==> config.mk <==
export PLATFORM = sky130hd
export DESIGN_NAME = sdmc_init_mode
export DESIGN_NICKNAME = d
export VERILOG_FILES = /design/src/include/sdmc_pkg.sv /design/src/hdl/sdmc_init_mode.sv /design/src/hdl/sdmc_burst_seq.sv
export VERILOG_INCLUDE_DIRS = /design/src /design/src/include
export SDC_FILE = /design/constraint.sdc
export NUM_CORES = 1
export LEC_CHECK = 0
export BUFFER_PORTS_ARGS = -buffer_cell sky130_fd_sc_hd__buf_4
export CORE_MARGIN = 2
export CORE_UTILIZATION = 30
export CTS_BUF_LIST = sky130_fd_sc_hd__clkbuf_16
export CTS_CLUSTER_DIAMETER = 120
export DETAILED_ROUTE_END_ITERATION = 6
export GPL_TIMING_DRIVEN = 0
export PLACE_DENSITY = 0.46
export SKIP_LAST_GASP = 1
export SLEW_MARGIN = 15
export SYNTH_ARGS = -nofsm -noshare
export SYNTH_HDL_FRONTEND = slang
export SYNTH_HIERARCHICAL = 1
export SYNTH_SLANG_ARGS = --single-unit
==> constraint.sdc <==
create_clock -name clock -period 2.9 [get_ports clock]
set_input_delay 0.145 -clock clock [delete_from_list [all_inputs] [get_ports clock]]
set_output_delay 0.145 -clock clock [all_outputs]
set_load 0.005 [all_outputs]
==> src/include/sdmc_consts.svh <==
/*
 constants for the sdram init and mode configuration block: mode field
 positions, command encodings, reset values and wait times.
 assumes a 20 MHz core clock.
*/
`ifndef SDMC_CONSTS_SVH
`define SDMC_CONSTS_SVH

`define SDMC_CLK_MHZ        20
`define SDMC_PWRUP_US       200
`define SDMC_PWRUP_CYC      (`SDMC_PWRUP_US * `SDMC_CLK_MHZ)
`define SDMC_ROW_PRE_NS     30
`define SDMC_ROW_PRE_CYC    ((`SDMC_ROW_PRE_NS * `SDMC_CLK_MHZ + 999) / 1000)
`define SDMC_REF_CYC_NS     110
`define SDMC_REF_CYC_CYC    ((`SDMC_REF_CYC_NS * `SDMC_CLK_MHZ + 999) / 1000)
`define SDMC_MODE_DLY_CYC   2
`define SDMC_BL_LSB         0
`define SDMC_BL_MSB         2
`define SDMC_BT_BIT         3
`define SDMC_CL_LSB         4
`define SDMC_CL_MSB         6
`define SDMC_OPM_LSB        7
`define SDMC_MODE_RST       13'h0032
`define SDMC_EXT_RST        13'h0000
`define SDMC_CMD_NOP        3'h7
`define SDMC_CMD_PRE        3'h2
`define SDMC_CMD_REF        3'h1
`define SDMC_CMD_LMR        3'h0
`define SDMC_CMD_READ       3'h5
`define SDMC_CMD_WRITE      3'h4

`endif

==> src/include/sdmc_pkg.sv <==
/*
 types for the sdram init and mode configuration block.
 assumes sdmc_consts.svh for all numeric values except the state encodings, which are set here.
*/
package sdmc_pkg;
   typedef enum logic [5:0] {
      SDMC_PWRUP = 6'h01,
      SDMC_WPRE  = 6'h02,
      SDMC_REF1  = 6'h04,
      SDMC_REF2  = 6'h08,
      SDMC_MODES = 6'h10,
      SDMC_READY = 6'h20
   } sdmc_state_t;
endpackage : sdmc_pkg

==> src/hdl/sdmc_init_mode.sv <==
/*
 device-side init tracker and standard mode register of a low-power ddr
 sdram. watches the command pins, tracks the init steps and their waits,
 holds the mode registers, times read data by cas latency and orders
 burst columns. assumes address and bank pins already synchronous to clock.
*/
`timescale 1ns/100ps
`include "sdmc_consts.svh"
module sdmc_init_mode
   import sdmc_pkg::*;
#(
   parameter int ADDR_W     = 13,
   parameter int COL_W      = 10,
   parameter int PWRUP_CYC  = `SDMC_PWRUP_CYC,
   parameter int ROWPRE_CYC = `SDMC_ROW_PRE_CYC,
   parameter int REFCYC_CYC = `SDMC_REF_CYC_CYC,
   parameter int MODE_CYC   = `SDMC_MODE_DLY_CYC
) (
   // clock and reset
   input  wire logic              clock,
   input  wire logic              arst_n,
   // command pins from controller
   input  wire logic              clock_enable_pin,
   input  wire logic              chip_sel_n,
   input  wire logic [2:0]        cmd_bits,
   input  wire logic              bank_select_bit0,
   input  wire logic              bank_select_bit1,
   input  wire logic [ADDR_W-1:0] addr_pins,
   // power events
   input  wire logic              deep_power_down,
   // status
   output logic                   init_done,
   output logic                   init_error,
   output logic [ADDR_W-1:0]      mode_value,
   output logic [ADDR_W-1:0]      ext_value,
   output logic [2:0]             burst_length,
   output logic                   burst_type,
   output logic [2:0]             cas_latency,
   output logic                   mode_reserved,
   // read data timing and burst columns
   output logic                   rd_data_start,
   output logic                   beat_valid,
   output logic [COL_W-1:0]       beat_col
);
   sdmc_state_t       st_r, st_nxt;
   logic [31:0]       wait_r, wait_nxt;
   logic [1:0]        ldone_r, ldone_nxt;
   logic              err_r, err_nxt;
   logic [ADDR_W-1:0] mode_r, mode_nxt;
   logic [ADDR_W-1:0] ext_r, ext_nxt;
   logic [2:0]        rdpipe_r, rdpipe_nxt;
   logic              cke_q1, cke_q2;
   logic [2:0]        cmd_q1, cmd_q2;
   logic              cs_q1, cs_q2;
   logic              is_nop, is_pre, is_ref, is_lmr, is_rd, is_wr;

   // command decode, deselect counts as no-op
   function automatic logic cmd_is(input logic [2:0] c, input logic [2:0] k);
      cmd_is = (c == k);
   endfunction : cmd_is

   ////////////////////////////////////////////////////////////////////
   // clock-enable gate and command decode
   always_comb begin
      is_nop = cs_q2 | cmd_is(cmd_q2, `SDMC_CMD_NOP) | !cke_q2;
      is_pre = !is_nop && cmd_is(cmd_q2, `SDMC_CMD_PRE) && addr_pins[10];
      is_ref = !is_nop && cmd_is(cmd_q2, `SDMC_CMD_REF);
      is_lmr = !is_nop && cmd_is(cmd_q2, `SDMC_CMD_LMR) && !bank_select_bit0;
      is_rd  = !is_nop && cmd_is(cmd_q2, `SDMC_CMD_READ);
      is_wr  = !is_nop && cmd_is(cmd_q2, `SDMC_CMD_WRITE);
   end

   // two-stage capture of pins from outside the clock domain
   always_ff @(posedge clock or negedge arst_n) begin
      if (!arst_n) begin
         cke_q1 <= 1'b0;
         cke_q2 <= 1'b0;
         cs_q1  <= 1'b1;
         cs_q2  <= 1'b1;
         cmd_q1 <= `SDMC_CMD_NOP;
         cmd_q2 <= `SDMC_CMD_NOP;
      end else begin
         cke_q1 <= clock_enable_pin;
         cke_q2 <= cke_q1;
         cs_q1  <= chip_sel_n;
         cs_q2  <= cs_q1;
         cmd_q1 <= cmd_bits;
         cmd_q2 <= cmd_q1;
      end
   end

   ////////////////////////////////////////////////////////////////////
   // init step tracker and mode register store
   always_comb begin
      st_nxt     = st_r;
      wait_nxt   = (wait_r != 32'h0) ? wait_r - 32'h1 : 32'h0;
      ldone_nxt  = ldone_r;
      err_nxt    = err_r;
      mode_nxt   = mode_r;
      ext_nxt    = ext_r;
      if (!is_nop && wait_r != 32'h0 && st_r != SDMC_READY)
         err_nxt = 1'b1;
      if (is_lmr && wait_r == 32'h0) begin
         if (!bank_select_bit1)
            mode_nxt = addr_pins;
         else
            ext_nxt = addr_pins;
      end
      case (st_r)
         SDMC_PWRUP: begin
            if (is_pre && wait_r == 32'h0) begin
               st_nxt   = SDMC_WPRE;
               wait_nxt = 32'(ROWPRE_CYC);
            end else if (!is_nop && wait_r == 32'h0)
               err_nxt = 1'b1;
         end
         SDMC_WPRE: begin
            if (is_ref && wait_r == 32'h0) begin
               st_nxt   = SDMC_REF1;
               wait_nxt = 32'(REFCYC_CYC);
            end
         end
         SDMC_REF1: begin
            if (is_ref && wait_r == 32'h0) begin
               st_nxt   = SDMC_REF2;
               wait_nxt = 32'(REFCYC_CYC);
            end
         end
         SDMC_REF2, SDMC_MODES: begin
            if (is_lmr && wait_r == 32'h0) begin
               st_nxt    = SDMC_MODES;
               wait_nxt  = 32'(MODE_CYC);
               ldone_nxt = ldone_r | (bank_select_bit1 ? 2'b10 : 2'b01);
            end
            if (ldone_r == 2'b11 && wait_r == 32'h0)
               st_nxt = SDMC_READY;
         end
         SDMC_READY: begin
            if (is_lmr)
               wait_nxt = 32'(MODE_CYC);
         end
         default: st_nxt = SDMC_PWRUP;
      endcase
      if (deep_power_down) begin
         st_nxt    = SDMC_PWRUP;
         wait_nxt  = 32'(PWRUP_CYC);
         ldone_nxt = 2'b00;
         mode_nxt  = `SDMC_MODE_RST;
         ext_nxt   = `SDMC_EXT_RST;
      end
   end

   always_ff @(posedge clock or negedge arst_n) begin
      if (!arst_n) begin
         st_r    <= SDMC_PWRUP;
         wait_r  <= 32'(PWRUP_CYC);
         ldone_r <= 2'b00;
         err_r   <= 1'b0;
         mode_r  <= `SDMC_MODE_RST;
         ext_r   <= `SDMC_EXT_RST;
      end else begin
         st_r    <= st_nxt;
         wait_r  <= wait_nxt;
         ldone_r <= ldone_nxt;
         err_r   <= err_nxt;
         mode_r  <= mode_nxt;
         ext_r   <= ext_nxt;
      end
   end

   ////////////////////////////////////////////////////////////////////
   // mode field decode
   always_comb begin
      burst_length  = mode_r[`SDMC_BL_MSB:`SDMC_BL_LSB];
      burst_type    = mode_r[`SDMC_BT_BIT];
      cas_latency   = mode_r[`SDMC_CL_MSB:`SDMC_CL_LSB];
      mode_reserved = (mode_r[ADDR_W-1:`SDMC_OPM_LSB] != '0)
                    || !(cas_latency inside {3'h2, 3'h3})
                    || !(burst_length inside {3'h1, 3'h2, 3'h3, 3'h4});
      init_done     = (st_r == SDMC_READY);
      init_error    = err_r;
      mode_value    = mode_r;
      ext_value     = ext_r;
   end

   ////////////////////////////////////////////////////////////////////
   // read latency pipe: pulse one cycle before first data edge
   always_comb begin
      rdpipe_nxt = {rdpipe_r[1:0], is_rd && init_done};
   end

   always_ff @(posedge clock or negedge arst_n) begin
      if (!arst_n) begin
         rdpipe_r      <= 3'h0;
         rd_data_start <= 1'b0;
      end else begin
         rdpipe_r      <= rdpipe_nxt;
         rd_data_start <= (cas_latency == 3'h2) ? rdpipe_nxt[0] : rdpipe_nxt[1];
      end
   end

   // burst column ordering
   sdmc_burst_seq #(.COL_W(COL_W)) u_seq (
      .clock      (clock),
      .arst_n     (arst_n),
      .start      ((is_rd | is_wr) && init_done),
      .start_col  (addr_pins[COL_W-1:0]),
      .bl_code    (burst_length),
      .interleave (burst_type),
      .beat_valid (beat_valid),
      .beat_col   (beat_col)
   );

   a_mode_store: assert property (@(posedge clock) disable iff (!arst_n)
      (is_lmr && !bank_select_bit1 && wait_r == 32'h0 && !deep_power_down)
      |=> (mode_value == $past(addr_pins)))
      else $error("mode load not stored");
   a_mode_kept: assert property (@(posedge clock) disable iff (!arst_n)
      (!is_lmr && !deep_power_down) |=> $stable(mode_value))
      else $error("mode changed without load");
   a_dpd_reinit: assert property (@(posedge clock) disable iff (!arst_n)
      deep_power_down |=> !init_done)
      else $error("ready after deep power-down");
   a_cl3_timing: assert property (@(posedge clock) disable iff (!arst_n)
      (is_rd && init_done && cas_latency == 3'h3) ##1 $stable(cas_latency) |=> rd_data_start)
      else $error("latency three start wrong");
   a_cl2_timing: assert property (@(posedge clock) disable iff (!arst_n)
      (is_rd && init_done && cas_latency == 3'h2) |=> rd_data_start)
      else $error("latency two start wrong");
   a_ready_path: assert property (@(posedge clock) disable iff (!arst_n)
      $rose(init_done) |-> $past(ldone_r) == 2'b11)
      else $error("ready before both mode loads");
   a_ext_store: assert property (@(posedge clock) disable iff (!arst_n)
      (is_lmr && bank_select_bit1 && wait_r == 32'h0 && !deep_power_down)
      |=> (ext_value == $past(addr_pins)))
      else $error("extended load not stored");
   a_reserved_flag: assert property (@(posedge clock) disable iff (!arst_n)
      (mode_value[ADDR_W-1:`SDMC_OPM_LSB] != '0) |-> mode_reserved)
      else $error("reserved mode not flagged");
endmodule : sdmc_init_mode

==> src/hdl/sdmc_burst_seq.sv <==
/*
 burst column sequencer: gives the column of each beat of a burst from
 start column, burst length code and burst type.
 assumes mode fields come already decoded from the main block.
*/
`timescale 1ns/100ps
`include "sdmc_consts.svh"
module sdmc_burst_seq
   import sdmc_pkg::*;
#(
   parameter int COL_W = 10
) (
   // clock and reset
   input  wire logic             clock,
   input  wire logic             arst_n,
   // burst start
   input  wire logic             start,
   input  wire logic [COL_W-1:0] start_col,
   input  wire logic [2:0]       bl_code,
   input  wire logic             interleave,
   // column out
   output logic                  beat_valid,
   output logic [COL_W-1:0]      beat_col
);
   logic [COL_W-1:0] base_r, base_nxt;
   logic [3:0]       cnt_r, cnt_nxt;
   logic [3:0]       low_r, low_nxt;
   logic             run_r, run_nxt;
   logic [3:0]       mask_r, mask_nxt;
   logic [3:0]       lowc;

   // length code to low-bit mask
   function automatic logic [3:0] len_mask(input logic [2:0] c);
      case (c)
         3'h1: len_mask = 4'h1;
         3'h2: len_mask = 4'h3;
         3'h3: len_mask = 4'h7;
         3'h4: len_mask = 4'hF;
         default: len_mask = 4'h1;
      endcase
   endfunction : len_mask

   ////////////////////////////////////////////////////////////////////
   // beat order: wrap in aligned block, sequential or xor
   always_comb begin
      if (interleave)
         lowc = (low_r ^ cnt_r) & mask_r;
      else
         lowc = (low_r + cnt_r) & mask_r;
      base_nxt = base_r;
      low_nxt  = low_r;
      mask_nxt = mask_r;
      cnt_nxt  = cnt_r;
      run_nxt  = run_r;
      if (start) begin
         mask_nxt = len_mask(bl_code);
         base_nxt = start_col & ~{{(COL_W-4){1'b0}}, len_mask(bl_code)};
         low_nxt  = start_col[3:0] & len_mask(bl_code);
         cnt_nxt  = 4'h0;
         run_nxt  = 1'b1;
      end else if (run_r) begin
         cnt_nxt = cnt_r + 4'h1;
         if (cnt_r == mask_r)
            run_nxt = 1'b0;
      end
   end

   always_ff @(posedge clock or negedge arst_n) begin
      if (!arst_n) begin
         base_r <= '0;
         low_r  <= 4'h0;
         mask_r <= 4'h1;
         cnt_r  <= 4'h0;
         run_r  <= 1'b0;
         beat_valid <= 1'b0;
         beat_col   <= '0;
      end else begin
         base_r <= base_nxt;
         low_r  <= low_nxt;
         mask_r <= mask_nxt;
         cnt_r  <= cnt_nxt;
         run_r  <= run_nxt;
         beat_valid <= run_r;
         beat_col   <= base_r | {{(COL_W-4){1'b0}}, lowc};
      end
   end

   a_beat_in_block: assert property (@(posedge clock) disable iff (!arst_n)
      run_r |-> ((base_r & {{(COL_W-4){1'b0}}, mask_r}) == '0))
      else $error("burst base not aligned");
endmodule : sdmc_burst_seq

# Word level (Yosys, flattened, before mapping)
# Cells that the tools add are included.
# classes
n_addsub	3
n_mul	0
div	0
n_lt_le_gt_ge	0
eq_ne	26
shift	0
muxes	37
bitwise	11
reduce_logical	39
# ops
op	count
32-bit 2-to-1 mux	6
32-bit one-hot mux with 4 select lines	1
13-bit 2-to-1 mux	6
6-bit 2-to-1 mux	6
32-bit zero test	1
32-bit nonzero test	1
32-bit by 1-bit subtractor with 32-bit output, second input constant	1
6-bit one-hot mux with 5 select lines	1
1-bit logical AND	16
4-bit 2-to-1 mux	4
3-bit by 2-bit == test with 1-bit output, second input constant	5
4-bit AND	3
3-bit == test, second input constant	4
4-bit one-hot mux with 3 select lines	1
10-bit AND	1
4-bit inverter with 10-bit output	1
10-bit by 4-bit OR with 10-bit output	1
2-bit nonzero test	5
3-bit inequality test, second input constant	3
1-bit 2-to-1 mux	8
2-bit 2-to-1 mux	4
3-bit by 1-bit == test with 1-bit output, second input constant	2
6-bit by 1-bit == test with 1-bit output, second input constant	1
6-bit by 2-bit == test with 1-bit output, second input constant	1
23 further kinds	33
# word_totals
regBits	113
latch_bits	0
ram_bits	0
rom_bits	0
in_bits	23
word_cells	137
mem_count	0

# Depth between registers and ports, before layout
# Gate-level depths: netlist (run 1).
# logic_depth
ltp_word	11
ltp_mapped	9

# Hierarchy
# The synthesis (run 1) kept the hierarchy.
# by_module_without_submodules
module	n_inst	cells_each	area_each_um2	seq_area_each_um2
sdmc_init_mode	1	407	4066.4	1999.4
sdmc_burst_seq	1	99	1283.7	800.8

# Worst setup path before layout (run 1)
# OpenSTA, ideal clock, no wires.
# synth_path
kind	flip-flop to flip-flop
startpoint	register st_r[4]
endpoint	register u_seq.base_r[4]
arrival_time_ps	2242
required_time_ps	2775
path_slack_ps	533
path_stages_with_launch	8
n_path_buf	3
synth_period_minus_slack_ps	2367
path_cell_list	dfrtp_1 -> clkbuf_1 -> or4b_1 -> nor3_2 -> and3_1 -> buf_2 -> buf_2 -> mux2_2
# synth_via
elab_chain_len	2
# synth_lines
element	line_no	rtl
start: declaration	sdmc_init_mode.sv:45	sdmc_state_t st_r, st_nxt;
start signal: assignment	sdmc_init_mode.sv:162	st_r <= st_nxt;
6-bit == test	sdmc_init_mode.sv:180	init_done = (st_r == SDMC_READY);
via init_done	sdmc_init_mode.sv:32	output logic init_done,
1-bit logical AND	sdmc_init_mode.sv:206	.start ((is_rd | is_wr) && init_done),
end signal: assignment	sdmc_burst_seq.sv:78	base_r <= base_nxt;
end: declaration	sdmc_burst_seq.sv:25	logic [COL_W-1:0] base_r, base_nxt;
# The timed path passes the listed nets, and every way through them passes these cells.
# A chain may end at the register's enable or synchronous reset.

# Worst setup path after layout (run 1)
# layout_path
startpoint	register st_r[4]
endpoint	register u_seq.base_r[4]
# layout_via
elab_chain_len	2
# layout_lines
element	line_no
6-bit == test	sdmc_init_mode.sv:180
1-bit logical AND	sdmc_init_mode.sv:206
# No other way between the ends.

==> out/summary.txt, run 1 <==
Met1 Use GR -> 21.7%
Met3 usage -> 3.61%
Setup violators final -> 0
Max rail drop VDD -> 274 uV
Clock transition at path regs -> 0.07 ns
Dominant synthesized flop cell -> dfrtp_1
Sw Pwr -> 0.000791 W
Critical path class -> register to register
Total number of H-tree levels -> 3
Final Hold Vio Count -> 0
YS warnings -> 6
Largest family of logic cells by synthesized area -> simple AND/OR/NAND/NOR gates
Slew Limit Fails -> 0
P_int -> 0.00229 W
Vias in the first global route -> 4,213
DR WL/cell -> 16.5 um
Gate power share -> 10.6%
I/O pins -> 71
All-Layer GR Usage -> 15.2%
F_max -> 374 MHz
Syn_nets -> 536
Leak -> 2.80 nW
Critical path depth -> 7
Setup ws final -> 0.226 ns
Tmin final -> 2.67 ns
Critical Path RT -> 3.14 ns
Via count -> 4,230
FP Rows -> 48
Number of synthesized register bits -> 111
Setup WS pre-CTS -> 0.0151 ns
Clock Tree Root -> clkbuf_16
Die Y -> 138 um
Library cells used by synthesis -> 65
Xor and xnor area share after synthesis -> 5.07%
Diode count -> 0
Clk pwr share -> 36.4%
Min-Delay Path Depth -> 2
Iteration-0 DRC Markers -> 243
Worst clock skew -> 0.0103 ns
Worst Path Buf+Inv -> 3
CP top delay family -> simple AND/OR/NAND/NOR gates
Mapped cell area -> 5350 um2
Seq/Total Area, Yosys -> 52.3%
Synth async-reset ratio -> 100%
Worst slew pin tran -> 1.04 ns
Critical path, cell by cell -> clkbuf_1, or4b_1, nor3_4, and3_1, clkbuf_4, buf_2, mux2_2
Post-Synthesis Cells -> 506
Clk Latency, worst-skew pair -> 0.35 ns
Crit path capture type -> register
GR peak layer -> met2
Initial Util -> 30.8%
Fraction of the mapped netlist area in simple logic gates -> 20.3%
Synth Area in Adders -> 1.78%
Setup_tns -> 0 ns
Routability cong. -> 0.825
Mux cell area share after synthesis -> 2.46%
Outcome -> finished, final reports clean
HP Class -> primary input to register
Port buffer count -> 68
Critical-path maximum fanout -> 10
RSZ-0062 raised after global routing -> false
Pwr Density -> 476 nW/um2
CP arrival -> 2.92 ns
Slew headroom -> 31.0%
Reg2Reg Depth -> 7
CTS sink count -> 111
M2 GR Usage -> 23.3%
CTS max path bufs -> 2
Global route overflow -> 0
TritonCTS Buffers -> 9
Die width -> 138 um
Final period util -> 92.2%
Area Growth Syn to Fin -> 21.1%
CP peak stage delay -> 0.64 ns
Drt pass-1 iters -> 5
DRT Wirelength -> 13,500 um
Initial antenna violation count -> 0
Global-route wire length before repair -> 22,400 um
Max-cap viol count -> 0
Die area -> 18,900 um2
Vias per cell -> 5.15
Worst setup SP type -> register
Syn avg cell area -> 10.6 um2
Sequential share of power -> 53.0%
Final nets -> 621
Layout cells sized above 1 -> 24.5%
HPWL Detailed -> 9530 um
CTS tree -> built
Compound-gate portion of the synthesized area -> 13.1%
CP max-delay cell -> or4b_1
Largest net degree at the start of global routing -> 112
DRC Markers -> 0
Post-route ant nets -> 0
Switch share -> 25.7%
Core area -> 17,400 um2
Post-synth EDFFs -> 0
-- cell usage after synthesis (3+ instances only) --
master    instances  area (um2)
nand2b_1          3        18.8
inv_1            13        48.8
xor2_1           15         131
ha_1              6        75.1
nand2_1          16        60.1
xnor2_1          16         140
o21ai_0          35         175
buf_4            10        75.1
o22ai_1           5        31.3
clkbuf_1         21        78.8
o31ai_1          13        97.6
and3_1            3        18.8
nor2_1           33         124
a31oi_1           3        18.8
a21oi_1          38         190
nand4_1          36         225
nand3_1          13        65.1
dfrtp_1          93        2330
nor4_1            7        43.8
nor4_2            3        37.5
a21o_1            3        22.5
nor3_1           10        50.1
mux2i_1           3        30.0
or4_1            11        82.6
dfstp_2          18         473
a211oi_1          3        22.5
or3_1             5        31.3
buf_2             8        40.0
or4b_1            3        30.0
mux2_2            9         101
nor3b_1           5        37.5
-- what timing repair did --
action	in CTS	in global routing
endpoints found under the hold margin	57	0
gates resized for setup	0	4
hold buffers	6	0
setup buffers	0	0
endpoints found under the setup margin	0	11
-- path summary, 6_finish.rpt --
path / startpoint / endpoint / slack [ns]
setup / recovery: st_r[4]$_DFFE_PN0P_ / u_seq/base_r[4]$_DFFE_PN0P_ / 0.23
hold / removal: addr_pins[0] / u_seq/low_r[0]$_DFFE_PN0P_ / 0.06
setup reg to reg: st_r[4]$_DFFE_PN0P_ / u_seq/base_r[4]$_DFFE_PN0P_ / 0.23
hold reg to reg: cmd_q1[2]$_DFF_PN1_ / cmd_q2[2]$_DFF_PN1_ / 0.36
max in group asynchronous: arst_n / mode_value[7]$_DFFE_PN0P_ / 1.70
min in group asynchronous: arst_n / u_seq/beat_col[8]$_DFF_PN0_ / 0.45
-- flip-flops by register name, indices dropped and copies added, names as in the netlist, 4 cells and up --
register / cells
u_seq/cnt_r: 4
wait_r: 32
u_seq/low_r: 4
u_seq/beat_col: 10
st_r: 6
mode_value: 13
u_seq/base_r: 9
ext_value: 13
-- power groups by stage --
stage | Sequential (W) | Combinational, W | Clock [W]
global placement | 0.00166 | 0.000322 | 0
CTS | 0.00163 | 0.000329 | 0.00117
floorplan | 0.00165 | 0.000207 | 0
global route | 0.00164 | 0.000368 | 0.00124
detailed placement | 0.00166 | 0.000319 | 0
finish | 0.00163 | 0.000327 | 0.00112
-- per-stage QoR --
stage / total power, W / cells / hold slack (ns) / cell area, um2 / util, %
floorplan: 0.00186 / 506 / -0.151 / 5350 / -
detailed placement: 0.00198 / 799 / 0.254 / 6150 / 35.4
global route: 0.00324 / 821 / 0.0488 / 6480 / 37.3
CTS: 0.00313 / 821 / 0.0505 / 6470 / 37.3
finish: 0.00308 / 821 / 0.0629 / 6480 / 37.3
global placement: 0.00198 / 799 / 0.254 / 6140 / 35.4
-- cells by family (layout without fill, tap and decap cells) --
logic type,after synthesis,count (layout)
flops,111,111
fa+ha+maj,7,7
compound gates,117,117
mux,12,12
xor+xnor,31,31
simple gates,173,173
buf+inv,55,145
-- layer usage --
metal / vias up / routed length [um]
met2: 93 / 6260
li1: 2033 / -
met4: 0 / 157
met5: - / 0
met1: 2094 / 6530
met3: 10 / 571
-- placed cells by master (no fill, tap or decap), types with 7 or more instances in the layout --
cell	instances
dfstp_2	18
nand2_1	16
o31ai_1	13
dfrtp_1	93
nand3_1	13
mux2_2	9
nor4_1	7
clkbuf_1	20
inv_1	16
buf_4	77
a21oi_1	38
xor2_1	15
nand4_1	36
or4_1	11
nor3_1	10
xnor2_1	16
nor2_1	33
buf_2	7
o21ai_0	35
clkbuf_16	9
-- final cells by class --
class                      instances  area (um2)
clock buffer                       9         225
sequential                       111        2800
clock inverter                     7        37.5
multi-input combinational        340        2290
tap                              225         282
inverter                          13        48.8
buffer                            42         219
fill                            1754       10900
timing repair buffer              74         574
No activity file was read; power rests on OpenSTA's default activity.
==> inputs of run 2 (changes only) <==
--- a/config.mk
+++ b/config.mk
@@ -9,7 +9,7 @@
 export BUFFER_PORTS_ARGS = -buffer_cell sky130_fd_sc_hd__buf_4
 export CORE_MARGIN = 2
 export CORE_UTILIZATION = 30
-export CTS_BUF_LIST = sky130_fd_sc_hd__clkbuf_16
+export CTS_BUF_LIST = sky130_fd_sc_hd__clkbuf_4
 export CTS_CLUSTER_DIAMETER = 120
 export DETAILED_ROUTE_END_ITERATION = 6
 export GPL_TIMING_DRIVEN = 0
==> run 2 against run 1 <==
Effect of this change:
- sequential share of layout area grew 0.092 points
- global-route usage up 0.085 points
- clock power decreased by 37%
- critical path type unchanged
- highest routed layer unchanged
==> out/summary.txt, run 2 (synthesis results as in run 1) <==
Final Hold Vio Count -> 0
CTS max path bufs -> 2
HPWL Detailed -> 9530 um
Die area -> 18,900 um2
Die Y -> 138 um
Clock transition at path regs -> 0.17 ns
Setup violators final -> 0
Critical path class -> register to register
Worst clock skew -> 0.0277 ns
Core area -> 17,400 um2
Largest reg by FF count -> wait_r
FP Rows -> 48
Final nets -> 634
Fill cells -> 1,750
Critical Path RT -> 3.29 ns
CTS tree -> built
Critical-path maximum fanout -> 10
Critical path, cell by cell -> clkbuf_1, or4b_1, nor3_4, and3_1, clkbuf_4, buf_2, mux2_2
Max-cap viol count -> 0
Outcome -> finished, final reports clean
Layout cells sized above 1 -> 24.5%
CP arrival -> 3.07 ns
Area Growth Syn to Fin -> 20.8%
Setup_tns -> 0 ns
Fin Hold WS -> 0.125 ns
Via count -> 4,293
Post-route ant nets -> 0
Iteration-0 DRC Markers -> 256
Largest register FFs -> 32
Leak -> 2.78 nW
RSZ-0062 raised after global routing -> false
Commonest non-fill, non-tap cell in the layout -> dfrtp_1
CP peak stage delay -> 0.64 ns
Clock Tree Root -> clkbuf_4
Pwr Density -> 414 nW/um2
Post-CTS Setup Bufs -> 0
DRT Wirelength -> 13,600 um
F_max -> 374 MHz
Routability cong. -> 0.825
Port buffer count -> 68
Vias in the first global route -> 4,258
HP Class -> primary input to register
CTS sink count -> 111
Highest-count cells in the layout ignoring fill and taps -> dfrtp_1, buf_4, a21oi_1
Global-route wire length before repair -> 22,500 um
CP top delay family -> simple AND/OR/NAND/NOR gates
Crit path capture type -> register
DR WL/cell -> 16.3 um
R2R setup slack -> 0.22 ns
Die width -> 138 um
Slew headroom -> 30.2%
Largest net degree at the start of global routing -> 112
Initial antenna violation count -> 1
I/O pins -> 71
TritonCTS Buffers -> 9
Worst Path Buf+Inv -> 3
DRC Markers -> 0
Clk Latency, worst-skew pair -> 0.48 ns
Worst slew pin tran -> 1.05 ns
Slew Limit Fails -> 0
Initial Util -> 30.8%
Drt pass-1 iters -> 5
Vias per cell -> 5.14
Total number of H-tree levels -> 3
Max rail drop VDD -> 218 uV
Worst setup SP type -> register
CP max-delay cell -> or4b_1
All-Layer GR Usage -> 15.3%
Tmin final -> 2.68 ns
Global route overflow -> 0
Final period util -> 92.3%
-- run 2: changes by cell type in the layout (fill, tap and decap cells not counted) --
cell and delta:
dlygate4sd3_1 +13, clkbuf_4 +12, clkbuf_16 -9, inv_1 -3, diode_2 +1
-- run 2: report_power, final --
part,total [W],switching [W],internal (W)
registers,0.00164,0.0000398,0.00160
logic,0.000341,0.000204,0.000137
clock network,0.000701,0.000498,0.000203
-- run 2: through the flow --
step / worst slack [ns] / instance area, um2 / util [%] / total power [W] / cells
finish: 0.224 / 6460 / 37.2 / 0.00268 / 835
global route: 0.0454 / 6460 / 37.2 / 0.00283 / 835
CTS: 0.0301 / 6450 / 37.2 / 0.00273 / 834
detailed placement: 0.0151 / 6150 / 35.4 / 0.00198 / 799
global placement: 0.0313 / 6140 / 35.4 / 0.00198 / 799
floorplan: 0.533 / 5350 / - / 0.00186 / 506
-- run 2: cell type report --
type,count,area (um2),share of cell area (%)
flip-flops and latches,111,2800,43.3
plain buffers,42,219,3.39
clock buffers,12,90.1,1.39
clock inverters,4,26.3,0.406
diodes,1,2.50,0.0387
inverters,13,48.8,0.755
repair buffers,87,704,10.9
multi-input cells,340,2290,35.5
well taps,225,282,4.35
-- run 2: worst paths after layout --
path | start | endpoint | depth (start not counted)
setup / recovery | st_r[4]$_DFFE_PN0P_ | u_seq/base_r[4]$_DFFE_PN0P_ | 7
hold / removal | bank_select_bit1 | ext_value[1]$_DFFE_PN0P_ | 3
setup reg to reg | st_r[4]$_DFFE_PN0P_ | u_seq/base_r[4]$_DFFE_PN0P_ | 7
hold reg to reg | cmd_q1[2]$_DFF_PN1_ | cmd_q2[2]$_DFF_PN1_ | 0
max in group asynchronous | arst_n | wait_r[14]$_DFF_PN0_ | 2
min in group asynchronous | arst_n | u_seq/beat_col[8]$_DFF_PN0_ | 2
-- run 2: layer usage --
metal | vias up | global-route usage (%) | wire, um
met5 | - | 0 | 0
li1 | 2062 | - | -
met4 | 0 | 3.44 | 114
met3 | 8 | 3.42 | 680
met1 | 2125 | 21.7 | 6470
met2 | 98 | 23.8 | 6320
-- run 2: tightest hold or removal path, delay by kind of cell --
kind / cells / cell delay, ns
simple gates: 1 / 0.15
buf+inv: 1 / 0.23
compound gates: 1 / 0.06
-- run 2: repair_timing --
action / 4_1_cts / 5_1_grt
resized for setup: 0 / 4
endpoints found under the hold margin: 137 / 0
hold buffers: 19 / 0
setup endpoints to repair: 0 / 11
==> inputs of run 3 (changes only) <==
--- a/config.mk
+++ b/config.mk
@@ -8,12 +8,12 @@
 export LEC_CHECK = 0
 export BUFFER_PORTS_ARGS = -buffer_cell sky130_fd_sc_hd__buf_4
 export CORE_MARGIN = 2
-export CORE_UTILIZATION = 30
+export CORE_UTILIZATION = 60
 export CTS_BUF_LIST = sky130_fd_sc_hd__clkbuf_4
 export CTS_CLUSTER_DIAMETER = 120
 export DETAILED_ROUTE_END_ITERATION = 6
 export GPL_TIMING_DRIVEN = 0
-export PLACE_DENSITY = 0.46
+export PLACE_DENSITY = 0.82
 export SKIP_LAST_GASP = 1
 export SLEW_MARGIN = 15
 export SYNTH_ARGS = -nofsm -noshare
==> run 3 against run 2 <==
Effect of this change:
- sequential share of layout area increased by 0.93 points
- clock skew increased by 0.0046 ns
- first-iteration DRC count increased by 18%
- critical path type unchanged
- critical endpoint unchanged
==> out/summary.txt, run 3 (synthesis results as in run 1) <==
Power, Total -> 0.00270 W
CP max-delay cell -> or4b_1
Sequential share of power -> 60.5%
All-Layer GR Usage -> 27.7%
Clk Latency, worst-skew pair -> 0.47 ns
Drt pass-1 iters -> 5
Clock transition at path regs -> 0.17 ns
Switch share -> 28.8%
CP top delay family -> simple AND/OR/NAND/NOR gates
Final core occ -> 72.9%
Largest net degree at the start of global routing -> 112
RSZ-0062 raised after global routing -> false
Post-route ant nets -> 0
Global-route wire length before repair -> 22,000 um
Critical-path maximum fanout -> 10
Initial antenna violation count -> 0
CP arrival -> 3.05 ns
F_max -> 370 MHz
Die Y -> 98.4 um
Slew Limit Fails -> 0
Via count -> 4,454
Die width -> 98.4 um
Critical Path RT -> 3.24 ns
Slew headroom -> 35.1%
Pwr Density -> 427 nW/um2
HPWL Detailed -> 8650 um
Sw Pwr -> 0.000779 W
R2R setup slack -> 0.20 ns
Worst clock skew -> 0.0322 ns
CTS tree -> built
Total number of H-tree levels -> 3
Initial Util -> 61.6%
TritonCTS Buffers -> 9
Final period util -> 93.1%
Leak -> 2.79 nW
Tmin final -> 2.70 ns
HP Class -> primary input to register
DRC Markers -> 0
Setup_tns -> 0 ns
Worst Path Buf+Inv -> 3
Routability cong. -> 0.834
Iteration-0 DRC Markers -> 303
Critical path launch point -> st_r[4]$_DFFE_PN0P_
DRT Wirelength -> 12,800 um
Port buffer count -> 68
Commonest non-fill, non-tap cell in the layout -> dfrtp_1
Worst min-delay path startpoint -> bank_select_bit1
Highest-count cells in the layout ignoring fill and taps -> dfrtp_1, buf_4, a21oi_1
Die area -> 9690 um2
CTS max path bufs -> 2
Worst slew pin tran -> 0.974 ns
Max rail drop VDD -> 333 uV
Area Growth Syn to Fin -> 18.3%
Worst setup SP type -> register
Crit path capture type -> register
Area of the multi-input gates -> 2290 um2
Core area -> 8680 um2
FP Rows -> 34
Setup violators final -> 0
Largest reg by FF count -> wait_r
Final nets -> 634
Clk pwr share -> 27.0%
Largest register FFs -> 32
Critical path class -> register to register
Gate power share -> 12.5%
Register area -> 2800 um2
Vias per cell -> 6.21
Max-cap viol count -> 0
Layout cells sized above 1 -> 24.3%
Final Hold Vio Count -> 0
DR WL/cell -> 17.8 um
CP peak stage delay -> 0.64 ns
P_int -> 0.00192 W
Global route overflow -> 0
CTS sink count -> 111
I/O pins -> 71
Vias in the first global route -> 4,545
Reg-to-Reg Start -> st_r[4]$_DFFE_PN0P_
Fill cells -> 611
Critical path, cell by cell -> clkbuf_1, or4b_1, nor3_4, and3_1, clkbuf_4, buf_2, mux2_2
Diode count -> 0
Clock Tree Root -> clkbuf_4
Outcome -> finished, final reports clean
[run 3: metrics by stage]
| stage | cell area [um2] | worst slack (ns) | instances | hold WS (ns) |
|---|---|---|---|---|
| after floorplan | 5350 | 0.533 | 506 | -0.151 |
| final | 6330 | 0.199 | 717 | 0.0997 |
| after CTS | 6320 | 0.0822 | 717 | 0.0693 |
| after global routing | 6330 | 0.0518 | 717 | 0.112 |
| after global placement | 6000 | 0.215 | 682 | 0.253 |
| after detailed placement | 6000 | 0.140 | 682 | 0.254 |
[run 3: what timing repair did]
action                                  CTS  global route
hold buffers                             19             0
gates resized for setup                   0             2
endpoints found under the hold margin   137             0
endpoints found under the setup margin    0            10
setup buffers                             0             0
[run 3: final timing paths]
path                                                     to  cells past startpoint
worst max-delay path            u_seq/base_r[4]$_DFFE_PN0P_                      7
worst min-delay path               ext_value[1]$_DFFE_PN0P_                      3
worst max register to register  u_seq/base_r[4]$_DFFE_PN0P_                      7
worst min register to register          cmd_q2[2]$_DFF_PN1_                      0
max in group asynchronous               st_r[2]$_DFFE_PN0P_                      2
min in group asynchronous        u_seq/cnt_r[1]$_DFFE_PN0P_                      2
[run 3: power by group through the flow]
| stage | logic [W] | registers, W | clock network [W] |
|---|---|---|---|
| 4_1_cts | 0.000334 | 0.00164 | 0.000750 |
| 3_5_place_dp | 0.000312 | 0.00166 | 0 |
| 3_3_place_gp | 0.000303 | 0.00166 | 0 |
| 2_1_floorplan | 0.000207 | 0.00165 | 0 |
| 6_report | 0.000337 | 0.00164 | 0.000729 |
| 5_1_grt | 0.000377 | 0.00164 | 0.000808 |
[run 3: metal layers]
metal / up-vias / track usage (%) / routed length, um
li1: 2060 / - / -
met1: 2193 / 37.1 / 5310
met2: 176 / 45.9 / 6450
met3: 25 / 5.18 / 773
met4: 0 / 9.80 / 226
met5: - / 0 / 0
[run 3: area by class of cell]
cell class	instances	area share, %
clock inverter	7	0.989
inverter	13	0.771
multi-input combinational	340	36.2
buffer	42	3.44
sequential	111	44.2
tap	108	2.14
timing repair buffer	87	11.1
clock buffer	9	1.07
[run 3: worst min-delay path, stage by stage]
cell      delay (ns)
clkbuf_1        0.20
nand4_1         0.13
a21oi_1         0.06
